**src/srx_consts.svh**
```systemverilog
/*
  Offsets, field positions, reset values and timing counts for the
  receive data interface control block.
  Assumes inclusion by bare name from the design file.
*/
`ifndef SRX_CONSTS_SVH
`define SRX_CONSTS_SVH

// ----------------------------------------------------------------------
// Register byte offsets
// ----------------------------------------------------------------------
`define SRX_CTRL_OFS    12'h000
`define SRX_STAT_OFS    12'h004
`define SRX_FLAG_OFS    12'h008

// ----------------------------------------------------------------------
// Control register fields
// ----------------------------------------------------------------------
`define SRX_C_TBI       0
`define SRX_C_REALIGN   1
`define SRX_C_LONG      2
`define SRX_C_USE_A     3
`define SRX_C_WS_LO     4
`define SRX_C_WS_HI     5
`define SRX_C_BALIGN    6
`define SRX_C_CONF      7
`define SRX_C_LOOP      8
`define SRX_C_RECOVERED_CLOCK_MODE      9
`define SRX_C_IDLE      10
`define SRX_C_OFF       11
`define SRX_C_DROP      12
`define SRX_CTRL_W      13
`define SRX_CTRL_RST    13'h0040

// ----------------------------------------------------------------------
// Sticky flag fields (write one to clear)
// ----------------------------------------------------------------------
`define SRX_F_OVR       0
`define SRX_F_UNR       1
`define SRX_F_CERR      2
`define SRX_F_RALN      3
`define SRX_F_LOCK      4
`define SRX_FLAG_W      5

// ----------------------------------------------------------------------
// Code groups, error kinds and alignment
// ----------------------------------------------------------------------
`define SRX_COMMA_P     7'h7c
`define SRX_COMMA_N     7'h03
`define SRX_COMMA_LOCK  3'h4
`define SRX_ERR_CODE    8'h01
`define SRX_ERR_FIFO    8'h02
`define SRX_PKT_START   8'hfb
`define SRX_PKT_END     8'hfd

// ----------------------------------------------------------------------
// Timing
// ----------------------------------------------------------------------
`define SRX_CLK_NS      20
`define SRX_BIT_NS      160
`define SRX_WORD_BITS   10
`define SRX_WORD_CYC    (`SRX_WORD_BITS * `SRX_BIT_NS / `SRX_CLK_NS)

`endif

```
**src/srx_pkg.sv**
```systemverilog
/*
  Types for the receive data interface control block.
  Assumes the constants header is compiled alongside.
*/
package srx_pkg;

  typedef enum logic [2:0] {
    SRX_HUNT    = 3'b001,
    SRX_LOCKING = 3'b010,
    SRX_LOCKED  = 3'b100
  } srx_align_e;

  typedef logic [20:0] srx_entry_t;

endpackage

```
**src/srx_rx_if.sv**
```systemverilog
/*
  Receive channel output side: comma alignment, rate-adapting FIFO,
  mode-dependent status outputs and output clock, APB control.
  Assumes an external combinational decoder on pclk and a serial link
  whose clock and data are asynchronous pins.
*/
`timescale 1ns/100ps
`default_nettype none
`include "srx_consts.svh"

// Behaviour
// - Ten-bit mode: valid pin carries bit 8
// - Ten-bit mode: special pin flags error kind
// - Otherwise special pin marks control code group
// - Ten-bit mode: error pin carries bit 9
// - Output clock follows data; half rate ten-bit
// - Inverse clock in ten-bit mode, else low
// - Comma pin set when comma detected
// - Channel off disables the receiver
// - Ten-bit, realign high: realign every comma
// - Ten-bit, realign low: first alignment only
// - Realign input ignored outside ten-bit mode
// - Long frames deepen FIFO in reference mode
// - Channel A clock with recovered mode
// - Word sync: receivers deliver in unison
// - Byte alignment only when enabled
// - Conformant mode adapts outside packets only
// - Loopback takes transmitter data
// - Drop sync with off forces resync
// - Recovered mode times output from link
// - Idle add/delete, ignored in recovered mode
// - Reference mode times output from reference
// - Two comma code groups align
// - Lock after four aligned commas
module srx_rx_if #(
  parameter int DEPTH    = 8,
  parameter int WORD_CYC = `SRX_WORD_CYC
) (
  // Clock and reset
  input  wire logic        pclk,
  input  wire logic        presetn,
  // APB slave
  input  wire logic [11:0] paddr,
  input  wire logic        psel,
  input  wire logic        penable,
  input  wire logic        pwrite,
  input  wire logic [31:0] pwdata,
  output var  logic [31:0] prdata,
  output var  logic        pready,
  output var  logic        pslverr,
  // Serial link and loopback
  input  wire logic        link_clk,
  input  wire logic        link_bit,
  input  wire logic        loop_bit,
  // Decoder
  output var  logic [9:0]  dec_char,
  input  wire logic [7:0]  dec_byte,
  input  wire logic        dec_k,
  input  wire logic        dec_err,
  // Timing shared between receivers
  input  wire logic        chan_a_tick,
  input  wire logic        group_word_tick,
  output var  logic        word_tick,
  // Parallel output
  output var  logic [7:0]  rx_byte_out,
  output var  logic        rx_valid_or_bit8,
  output var  logic        rx_ctrl_code_or_error,
  output var  logic        rx_comma_seen,
  output var  logic        rx_error_or_bit9,
  output var  logic        rx_out_clock,
  output var  logic        rx_out_clock_inv
);

  localparam int AW = $clog2(DEPTH);
  localparam int CW = AW + 1;
  localparam logic [15:0] WC_LAST = 16'(WORD_CYC - 1);
  localparam logic [15:0] WC_HALF = 16'(WORD_CYC / 2);

  if (DEPTH < 4 || DEPTH > 64 || (DEPTH & (DEPTH - 1)) != 0) begin : g_chk_d
    $error("DEPTH must be a power of two from 4 to 64");
  end
  if (WORD_CYC < 4 || WORD_CYC > 65535) begin : g_chk_w
    $error("WORD_CYC out of range");
  end

  // ----------------------------------------------------------------------
  // Registers
  // ----------------------------------------------------------------------
  logic [`SRX_CTRL_W-1:0] ctrl_q;
  logic [`SRX_FLAG_W-1:0] flag_q;
  logic [`SRX_FLAG_W-1:0] flag_set;
  logic [2:0]             lclk_q;
  logic [1:0]             lbit_q;
  logic [1:0]             lpb_q;
  logic [9:0]             sr_q;
  logic [3:0]             pos_q;
  logic [2:0]             cnt_q;
  logic                   first_q;
  srx_pkg::srx_align_e    st_q;
  logic                   wv_q;
  logic                   cma_q;
  logic                   in_pkt_q;
  srx_pkg::srx_entry_t    mem_q [DEPTH];
  logic [AW-1:0]          wp_q;
  logic [AW-1:0]          rp_q;
  logic [CW-1:0]          lvl_q;
  logic [15:0]            rc_q;
  logic [15:0]            hc_q;

  // ----------------------------------------------------------------------
  // Control fields
  // ----------------------------------------------------------------------
  wire c_tbi    = ctrl_q[`SRX_C_TBI];
  wire c_realn  = ctrl_q[`SRX_C_REALIGN];
  wire c_long   = ctrl_q[`SRX_C_LONG];
  wire c_use_a  = ctrl_q[`SRX_C_USE_A];
  wire c_ws     = ctrl_q[`SRX_C_WS_LO] | ctrl_q[`SRX_C_WS_HI];
  wire c_balign = ctrl_q[`SRX_C_BALIGN];
  wire c_conf   = ctrl_q[`SRX_C_CONF];
  wire c_loop   = ctrl_q[`SRX_C_LOOP];
  wire c_recovered_clock_mode   = ctrl_q[`SRX_C_RECOVERED_CLOCK_MODE];
  wire c_idle   = ctrl_q[`SRX_C_IDLE];
  wire c_off    = ctrl_q[`SRX_C_OFF];
  wire c_drop   = ctrl_q[`SRX_C_DROP];

  // ----------------------------------------------------------------------
  // APB decode
  // ----------------------------------------------------------------------
  wire setup    = psel & ~penable;
  wire wr       = psel & penable & pwrite & pready;
  wire hit_ctrl = paddr == `SRX_CTRL_OFS;
  wire hit_stat = paddr == `SRX_STAT_OFS;
  wire hit_flag = paddr == `SRX_FLAG_OFS;
  wire hit_any  = hit_ctrl | hit_stat | hit_flag;
  wire [31:0] stat_word = {16'h0000, 8'(lvl_q), 3'h0, in_pkt_q,
                           first_q, st_q};
  wire [31:0] rd_word =
    hit_ctrl ? {{(32-`SRX_CTRL_W){1'b0}}, ctrl_q} :
    hit_stat ? stat_word :
    hit_flag ? {{(32-`SRX_FLAG_W){1'b0}}, flag_q} : 32'h0000_0000;
  wire [`SRX_FLAG_W-1:0] flag_clr =
    (wr & hit_flag) ? pwdata[`SRX_FLAG_W-1:0] : '0;

  always_ff @(posedge pclk or negedge presetn) begin
    if (!presetn) begin
      prdata  <= 32'h0000_0000;
      pready  <= 1'b0;
      pslverr <= 1'b0;
      ctrl_q  <= `SRX_CTRL_RST;
    end else begin
      pready  <= setup;
      pslverr <= setup & ~hit_any;
      if (setup) begin
        prdata <= rd_word;
      end
      if (wr & hit_ctrl) begin
        ctrl_q <= pwdata[`SRX_CTRL_W-1:0];
      end
    end
  end

  // Sticky flags, a new event wins over the clear
  always_ff @(posedge pclk or negedge presetn) begin
    if (!presetn) begin
      flag_q <= '0;
    end else begin
      flag_q <= (flag_q & ~flag_clr) | flag_set;
    end
  end

  // ----------------------------------------------------------------------
  // Link sampling
  // ----------------------------------------------------------------------
  always_ff @(posedge pclk or negedge presetn) begin
    if (!presetn) begin
      lclk_q <= 3'h0;
      lbit_q <= 2'h0;
      lpb_q  <= 2'h0;
    end else begin
      lclk_q <= {lclk_q[1:0], link_clk};
      lbit_q <= {lbit_q[0], link_bit};
      lpb_q  <= {lpb_q[0], loop_bit};
    end
  end

  wire bit_en = lclk_q[1] & ~lclk_q[2] & ~c_off;
  wire rx_bit = c_loop ? lpb_q[1] : lbit_q[1];

  // ----------------------------------------------------------------------
  // Comma alignment
  // ----------------------------------------------------------------------
  wire [9:0] sr_d   = {rx_bit, sr_q[9:1]};
  wire comma_now    = (sr_d[6:0] == `SRX_COMMA_P) |
                      (sr_d[6:0] == `SRX_COMMA_N);
  wire at_bnd       = pos_q == 4'd9;
  wire ra_ok        = c_balign &
                      (~c_tbi | c_realn | ~first_q);
  wire realign      = bit_en & comma_now & ~at_bnd & ra_ok;
  wire word_end     = bit_en & (at_bnd | realign);
  wire same_comma   = bit_en & comma_now & at_bnd & c_balign;
  wire lock_now     = same_comma & (cnt_q == `SRX_COMMA_LOCK - 3'h1);
  wire resync       = c_off & c_drop;

  always_ff @(posedge pclk or negedge presetn) begin
    if (!presetn) begin
      sr_q     <= 10'h000;
      pos_q    <= 4'h0;
      cnt_q    <= 3'h0;
      first_q  <= 1'b0;
      st_q     <= srx_pkg::SRX_HUNT;
      wv_q     <= 1'b0;
      cma_q    <= 1'b0;
      dec_char <= 10'h000;
    end else begin
      wv_q <= word_end;
      if (bit_en) begin
        sr_q  <= sr_d;
        pos_q <= (at_bnd | realign) ? 4'h0 : pos_q + 4'h1;
      end
      if (word_end) begin
        dec_char <= sr_d;
        cma_q    <= comma_now;
      end
      if (resync) begin
        st_q    <= srx_pkg::SRX_HUNT;
        cnt_q   <= 3'h0;
        first_q <= 1'b0;
      end else if (realign) begin
        st_q  <= srx_pkg::SRX_LOCKING;
        cnt_q <= 3'h1;
      end else if (same_comma && cnt_q < `SRX_COMMA_LOCK) begin
        cnt_q <= cnt_q + 3'h1;
        case (st_q)
          srx_pkg::SRX_HUNT: begin
            st_q <= srx_pkg::SRX_LOCKING;
          end
          srx_pkg::SRX_LOCKING: begin
            if (lock_now) begin
              st_q    <= srx_pkg::SRX_LOCKED;
              first_q <= 1'b1;
            end
          end
          srx_pkg::SRX_LOCKED: begin
            st_q <= srx_pkg::SRX_LOCKED;
          end
          default: begin
            st_q <= srx_pkg::SRX_HUNT;
          end
        endcase
      end
    end
  end

  // ----------------------------------------------------------------------
  // Rate-adapting FIFO
  // ----------------------------------------------------------------------
  wire [CW-1:0] lim = (c_long & ~c_recovered_clock_mode) ? CW'(DEPTH)
                                         : CW'(DEPTH / 2);
  wire adapt     = c_idle & ~c_recovered_clock_mode;
  wire pkt_start = dec_k & (dec_byte == `SRX_PKT_START);
  wire pkt_end   = dec_k & (dec_byte == `SRX_PKT_END);
  wire movable   = ~c_conf | (~in_pkt_q & ~pkt_start);
  wire push      = wv_q & (lvl_q < lim);
  wire drop_ovr  = wv_q & ~push & ~(adapt & movable);
  wire ref_tick  = rc_q == WC_LAST;
  wire own_tick  = word_tick;
  wire out_tick  = c_ws ? group_word_tick :
                   c_recovered_clock_mode ? (c_use_a ? chan_a_tick
                                     : own_tick) :
                   ref_tick;
  wire empty     = lvl_q == '0;
  wire pop       = out_tick & ~empty;
  wire hold      = out_tick & empty & adapt & movable;
  wire unr       = out_tick & empty & ~hold;
  srx_pkg::srx_entry_t head;
  assign head    = mem_q[rp_q];

  always_ff @(posedge pclk or negedge presetn) begin
    if (!presetn) begin
      wp_q     <= '0;
      rp_q     <= '0;
      lvl_q    <= '0;
      in_pkt_q <= 1'b0;
      rc_q     <= 16'h0000;
      word_tick <= 1'b0;
    end else begin
      word_tick <= wv_q;
      rc_q      <= ref_tick ? 16'h0000 : rc_q + 16'h0001;
      if (wv_q) begin
        in_pkt_q <= pkt_start | (in_pkt_q & ~pkt_end);
      end
      if (push) begin
        wp_q <= wp_q + 1'b1;
      end
      if (pop) begin
        rp_q <= rp_q + 1'b1;
      end
      lvl_q <= lvl_q + CW'(push) - CW'(pop);
    end
  end

  always_ff @(posedge pclk) begin
    if (push) begin
      mem_q[wp_q] <= {cma_q, dec_err, dec_k, dec_byte, dec_char};
    end
  end

  assign flag_set = {lock_now, realign, push & dec_err, unr, drop_ovr};

  // ----------------------------------------------------------------------
  // Output stage
  // ----------------------------------------------------------------------
  wire [9:0] h_char = head[9:0];
  wire [7:0] h_byte = head[17:10];
  wire       h_k    = head[18];
  wire       h_err  = head[19];
  wire       h_cma  = head[20];
  wire [15:0] hc_d  = out_tick ? 16'h0000
                    : (hc_q == 16'hffff ? hc_q : hc_q + 16'h0001);
  wire clk_d = c_tbi ? (out_tick ? ~rx_out_clock : rx_out_clock)
                     : (out_tick ? 1'b0
                        : (hc_q >= WC_HALF ? 1'b1 : rx_out_clock));

  always_ff @(posedge pclk or negedge presetn) begin
    if (!presetn) begin
      hc_q                  <= 16'h0000;
      rx_out_clock          <= 1'b0;
      rx_out_clock_inv      <= 1'b0;
      rx_byte_out           <= 8'h00;
      rx_valid_or_bit8      <= 1'b0;
      rx_ctrl_code_or_error <= 1'b0;
      rx_comma_seen         <= 1'b0;
      rx_error_or_bit9      <= 1'b0;
    end else begin
      hc_q             <= hc_d;
      rx_out_clock     <= clk_d;
      rx_out_clock_inv <= c_tbi & ~clk_d;
      if (pop) begin
        rx_comma_seen <= h_cma;
        if (c_tbi) begin
          rx_byte_out           <= h_err ? `SRX_ERR_CODE
                                         : h_char[7:0];
          rx_ctrl_code_or_error <= h_err;
          rx_valid_or_bit8      <= h_char[8];
          rx_error_or_bit9      <= h_char[9];
        end else begin
          rx_byte_out           <= h_byte;
          rx_ctrl_code_or_error <= h_k;
          rx_valid_or_bit8      <= 1'b1;
          rx_error_or_bit9      <= h_err;
        end
      end else if (unr) begin
        rx_comma_seen <= 1'b0;
        if (c_tbi) begin
          rx_byte_out           <= `SRX_ERR_FIFO;
          rx_ctrl_code_or_error <= 1'b1;
        end else begin
          rx_valid_or_bit8      <= 1'b0;
          rx_ctrl_code_or_error <= 1'b0;
          rx_error_or_bit9      <= 1'b0;
        end
      end
    end
  end

endmodule
`default_nettype wire

```
**config.mk**
```make
export PLATFORM = sky130hd
export DESIGN_NAME = srx_rx_if
export DESIGN_NICKNAME = d
export VERILOG_FILES = /design/src/srx_pkg.sv /design/src/srx_rx_if.sv
export VERILOG_INCLUDE_DIRS = /design/src
export SDC_FILE = /design/constraint.sdc
export NUM_CORES = 1
export LEC_CHECK = 0
export BUFFER_PORTS_ARGS = -buffer_cell sky130_fd_sc_hd__buf_2
export CORE_AREA = 2 2 200 163
export CTS_CLUSTER_SIZE = 40
export DETAILED_ROUTE_END_ITERATION = 10
export DIE_AREA = 0 0 202 165
export PLACE_DENSITY_LB_ADDON = 0.12
export SYNTH_ARGS = -nofsm -noshare
export SYNTH_HDL_FRONTEND = slang
export SYNTH_SLANG_ARGS = --single-unit
```
**constraint.sdc**
```tcl
create_clock -name pclk -period 7.8 [get_ports pclk]
set_input_delay 0.78 -clock pclk [delete_from_list [all_inputs] [get_ports pclk]]
set_output_delay 0.78 -clock pclk [all_outputs]
set_load 0.03 [all_outputs]
```
==> run summary <==
Crit end category: flop
RePlAce Congestion: 0.754
Initial core utilization: 0.398
CP Data Required Time: 8260 ps
Final Hold Viols: 0
Number of global-route vias before repair: 7180
CTS Buf Count: 31
Setup TNS: 0 ps
Core ar.: 31100 um2
Peak supply drop: 0.000169 V
Power per cell area: 257 nW/um2
IO buf count: 84
Combinational fraction of design power: 0.087
Ant. Diodes: 0
Die W: 202 um
Sw frac: 0.258
Avg WL per Cell: 19.9 um
Worst setup path end: lvl_q[2]
Drt pass-1 iters: 4
Die Y: 165 um
CP Class: reg2reg
Worst r2r path cells: 13
Root Buffer: clkbuf_16
# setup viols final: 0
Initial antenna violation count: 0
Max frequency: 281 MHz
Cts hold-fix bufs: 0
RSZ-0062 raised after global routing: no
Post-DP HPWL: 17.4 mm
Area grow syn2layout: 15.2%
Synthesized area: 12400 um2
Final worst path period need: 3560 ps
Synth Area per Inst: 14.7 um2
Yosys warns: 0
#FFs+latches synth: 298
Synth area leaders: edfxtp_1, dfrtp_1, mux4_2
Leak Pwr: 5.53 nW
Share of the synthesized area in the top cell type: 0.407
Boundary Pins: 123
Routed WL: 27.6 mm
Final worst setup slack: 4240 ps
First-pass GRT wire length: 43.2 mm
Register area share after synthesis: 0.670
Fillers: 2813
Clock power share: 0.386
Layout Utilization: 0.459
Int Pwr: 0.00272 W
Total track usage: 0.170
Final Skew: 14.5 ps
Max_slew headroom: 0.286
Die area: 33300 um2
FFs w/ async S/R, synth: 0.436
CTS tree: built
R2R Path End: lvl_q[2]
Std-Cell Rows: 58
# DRC: 0
TritonCTS sink count: 298
Post-synth top flop: edfxtp_1
Layout Cells excl Fill: 1386
Clock buffer depth: 3
Starting DRT DRC Count: 465
Placed cell count: 1328
Number of gates resized after cts: 0
Status: completed
Post-synth EDFFs: 168
Crit share post-route: 0.457
Slew at the pin closest to its max-slew limit: 1070 ps
Place WS: 4170 ps
Critical path launch point: rc_q[0]
H-tree levels: 1
GR Overflow Total: 0
Max-slew violation count: 0
Layout cell share with drive strength beyond 1: 0.247
CP arrival: 4020 ps
Total Nets Final: 1021
Worst-path clk slew: 60 ps
Dominant cell type by area after synthesis: edfxtp_1
Vias: 7126
Critical path startpoint category: flop
Max-Cap Viols: 0
Clock Latency Late Sink: 570 ps
Net load switching power: 0.000944 W
Post-synthesis cell type count: 61
Worst hold path type: in2async
Synth Instances: 840
R2R Setup Slk: 4240 ps
Reg2reg start: rc_q[0]
Crit path max fanout: 25
DR vias/cell: 5.14
Setup Buffers After CTS: 0
Share of power burned in registers: 0.527
Largest net degree at the start of global routing: 86
Final ANT Viol Nets: 0
logic make-up after synthesis:
kind of cell    synth area share
xor+xnor                  0.0219
other cells             0.000303
compound gates            0.0600
fa+ha+maj                 0.0168
flops                      0.670
simple gates              0.0958
buf+inv                   0.0295
mux                        0.106
registers in the layout (all words and copies together) (netlist names), 2 cells and up:
signal and count:
mem_q 168, hc_q 16, rc_q 16, ctrl_q 13
prdata 13, dec_char 10, sr_q 9, rx_byte_out 8
flag_q 5, lvl_q 4, pos_q 4, cnt_q 3
lclk_q 3, rp_q 3, st_q 3, wp_q 3
lbit_q 2, lpb_q 2
per-stage QoR:
step | total power, W | hold WS, ps | area, um2
after global placement | 0.00228 | 333 | 13300
final | 0.00366 | 274 | 14300
after global routing | 0.00385 | 293 | 14300
after floorplan | 0.00216 | 331 | 12500
after detailed placement | 0.00229 | 336 | 13300
after CTS | 0.00371 | 297 | 14300
worst min path at each step:
stage | end | start
after floorplan | lbit_q[1] | lbit_q[0]
after global placement | lpb_q[1] | lpb_q[0]
after detailed placement | lclk_q[1] | lclk_q[0]
after CTS | lbit_q[0] | link_bit
after global routing | lbit_q[0] | link_bit
final | rc_q[9] | presetn
layout by cell type, fill, tap and decap left out, drive strengths merged, types with 3 or more instances in the layout:
cell | netlist | final
clkinvlp | 0 | 5
a21oi | 21 | 21
o21a | 6 | 6
nor4 | 11 | 11
mux4 | 44 | 44
a221oi | 8 | 8
and4 | 5 | 5
a211oi | 4 | 4
a22oi | 10 | 10
a22o | 4 | 4
and2 | 5 | 5
nand3 | 19 | 19
nand3b | 3 | 3
a21o | 4 | 4
nor2 | 55 | 55
a32o | 8 | 8
nand4 | 13 | 13
ha | 15 | 15
clkinv | 3 | 11
o21ai | 30 | 30
buf | 31 | 97
mux2i | 6 | 6
clkbuf | 16 | 42
and3 | 5 | 5
dfrtp | 128 | 128
conb | 1 | 19
edfxtp | 168 | 168
nor2b | 7 | 7
nand2 | 84 | 84
nand2b | 6 | 6
nor3b | 4 | 4
xnor2 | 20 | 20
nor3 | 15 | 15
inv | 22 | 24
mux2 | 23 | 23
xor2 | 11 | 11
layout make-up:
class	instances	area [um2]	area share
clock buffer	42	847	0.0593
multi-input combinational	488	3850	0.270
inverter	25	95.1	0.00666
tap	420	526	0.0368
timing repair buffer	97	524	0.0367
clock inverter	16	134	0.00938
sequential	298	8300	0.582
worst max-delay path: stages, from the launching register on:
cell and delay [ps]:
dfrtp_1 410, ha_1 270, and3_1 220, and4_1 320, a211o_1 170, buf_4 290, nand2_1 230, inv_1 430
ha_1 330, inv_1 60, ha_1 150, inv_1 50, fa_1 380, xnor2_1 130
cells in the mapped netlist (all sizes together) (5+ instances only):
library cell	number
nand2b	6
and2	5
a21oi	21
nor4	11
a221oi	8
buf	31
clkbuf	16
edfxtp	168
mux2i	6
nor2b	7
mux4	44
nand4	13
xnor2	20
ha	15
xor2	11
nand2	84
o21a	6
nor2	55
inv	22
mux2	23
nor3	15
o21ai	30
a22oi	10
a32o	8
and3	5
dfrtp	128
nand3	19
and4	5
power groups by stage:
stage	sequential [W]	combinational [W]	clock (W)
6_report	0.00193	0.000318	0.00141
5_1_grt	0.00195	0.000369	0.00153
4_1_cts	0.00193	0.000325	0.00145
3_5_place_dp	0.00196	0.000324	0
3_3_place_gp	0.00196	0.000319	0
2_1_floorplan	0.00194	0.000215	0
metal layers:
| metal | vias up | wire [um] | track usage |
|---|---|---|---|
| li1 | 3326 | - | - |
| met1 | 3638 | 13400 | 0.255 |
| met2 | 127 | 12500 | 0.261 |
| met3 | 35 | 1290 | 0.0326 |
| met4 | 0 | 433 | 0.0324 |
| met5 | - | 0 | 0 |
No activity file was read; power rests on OpenSTA's default activity.
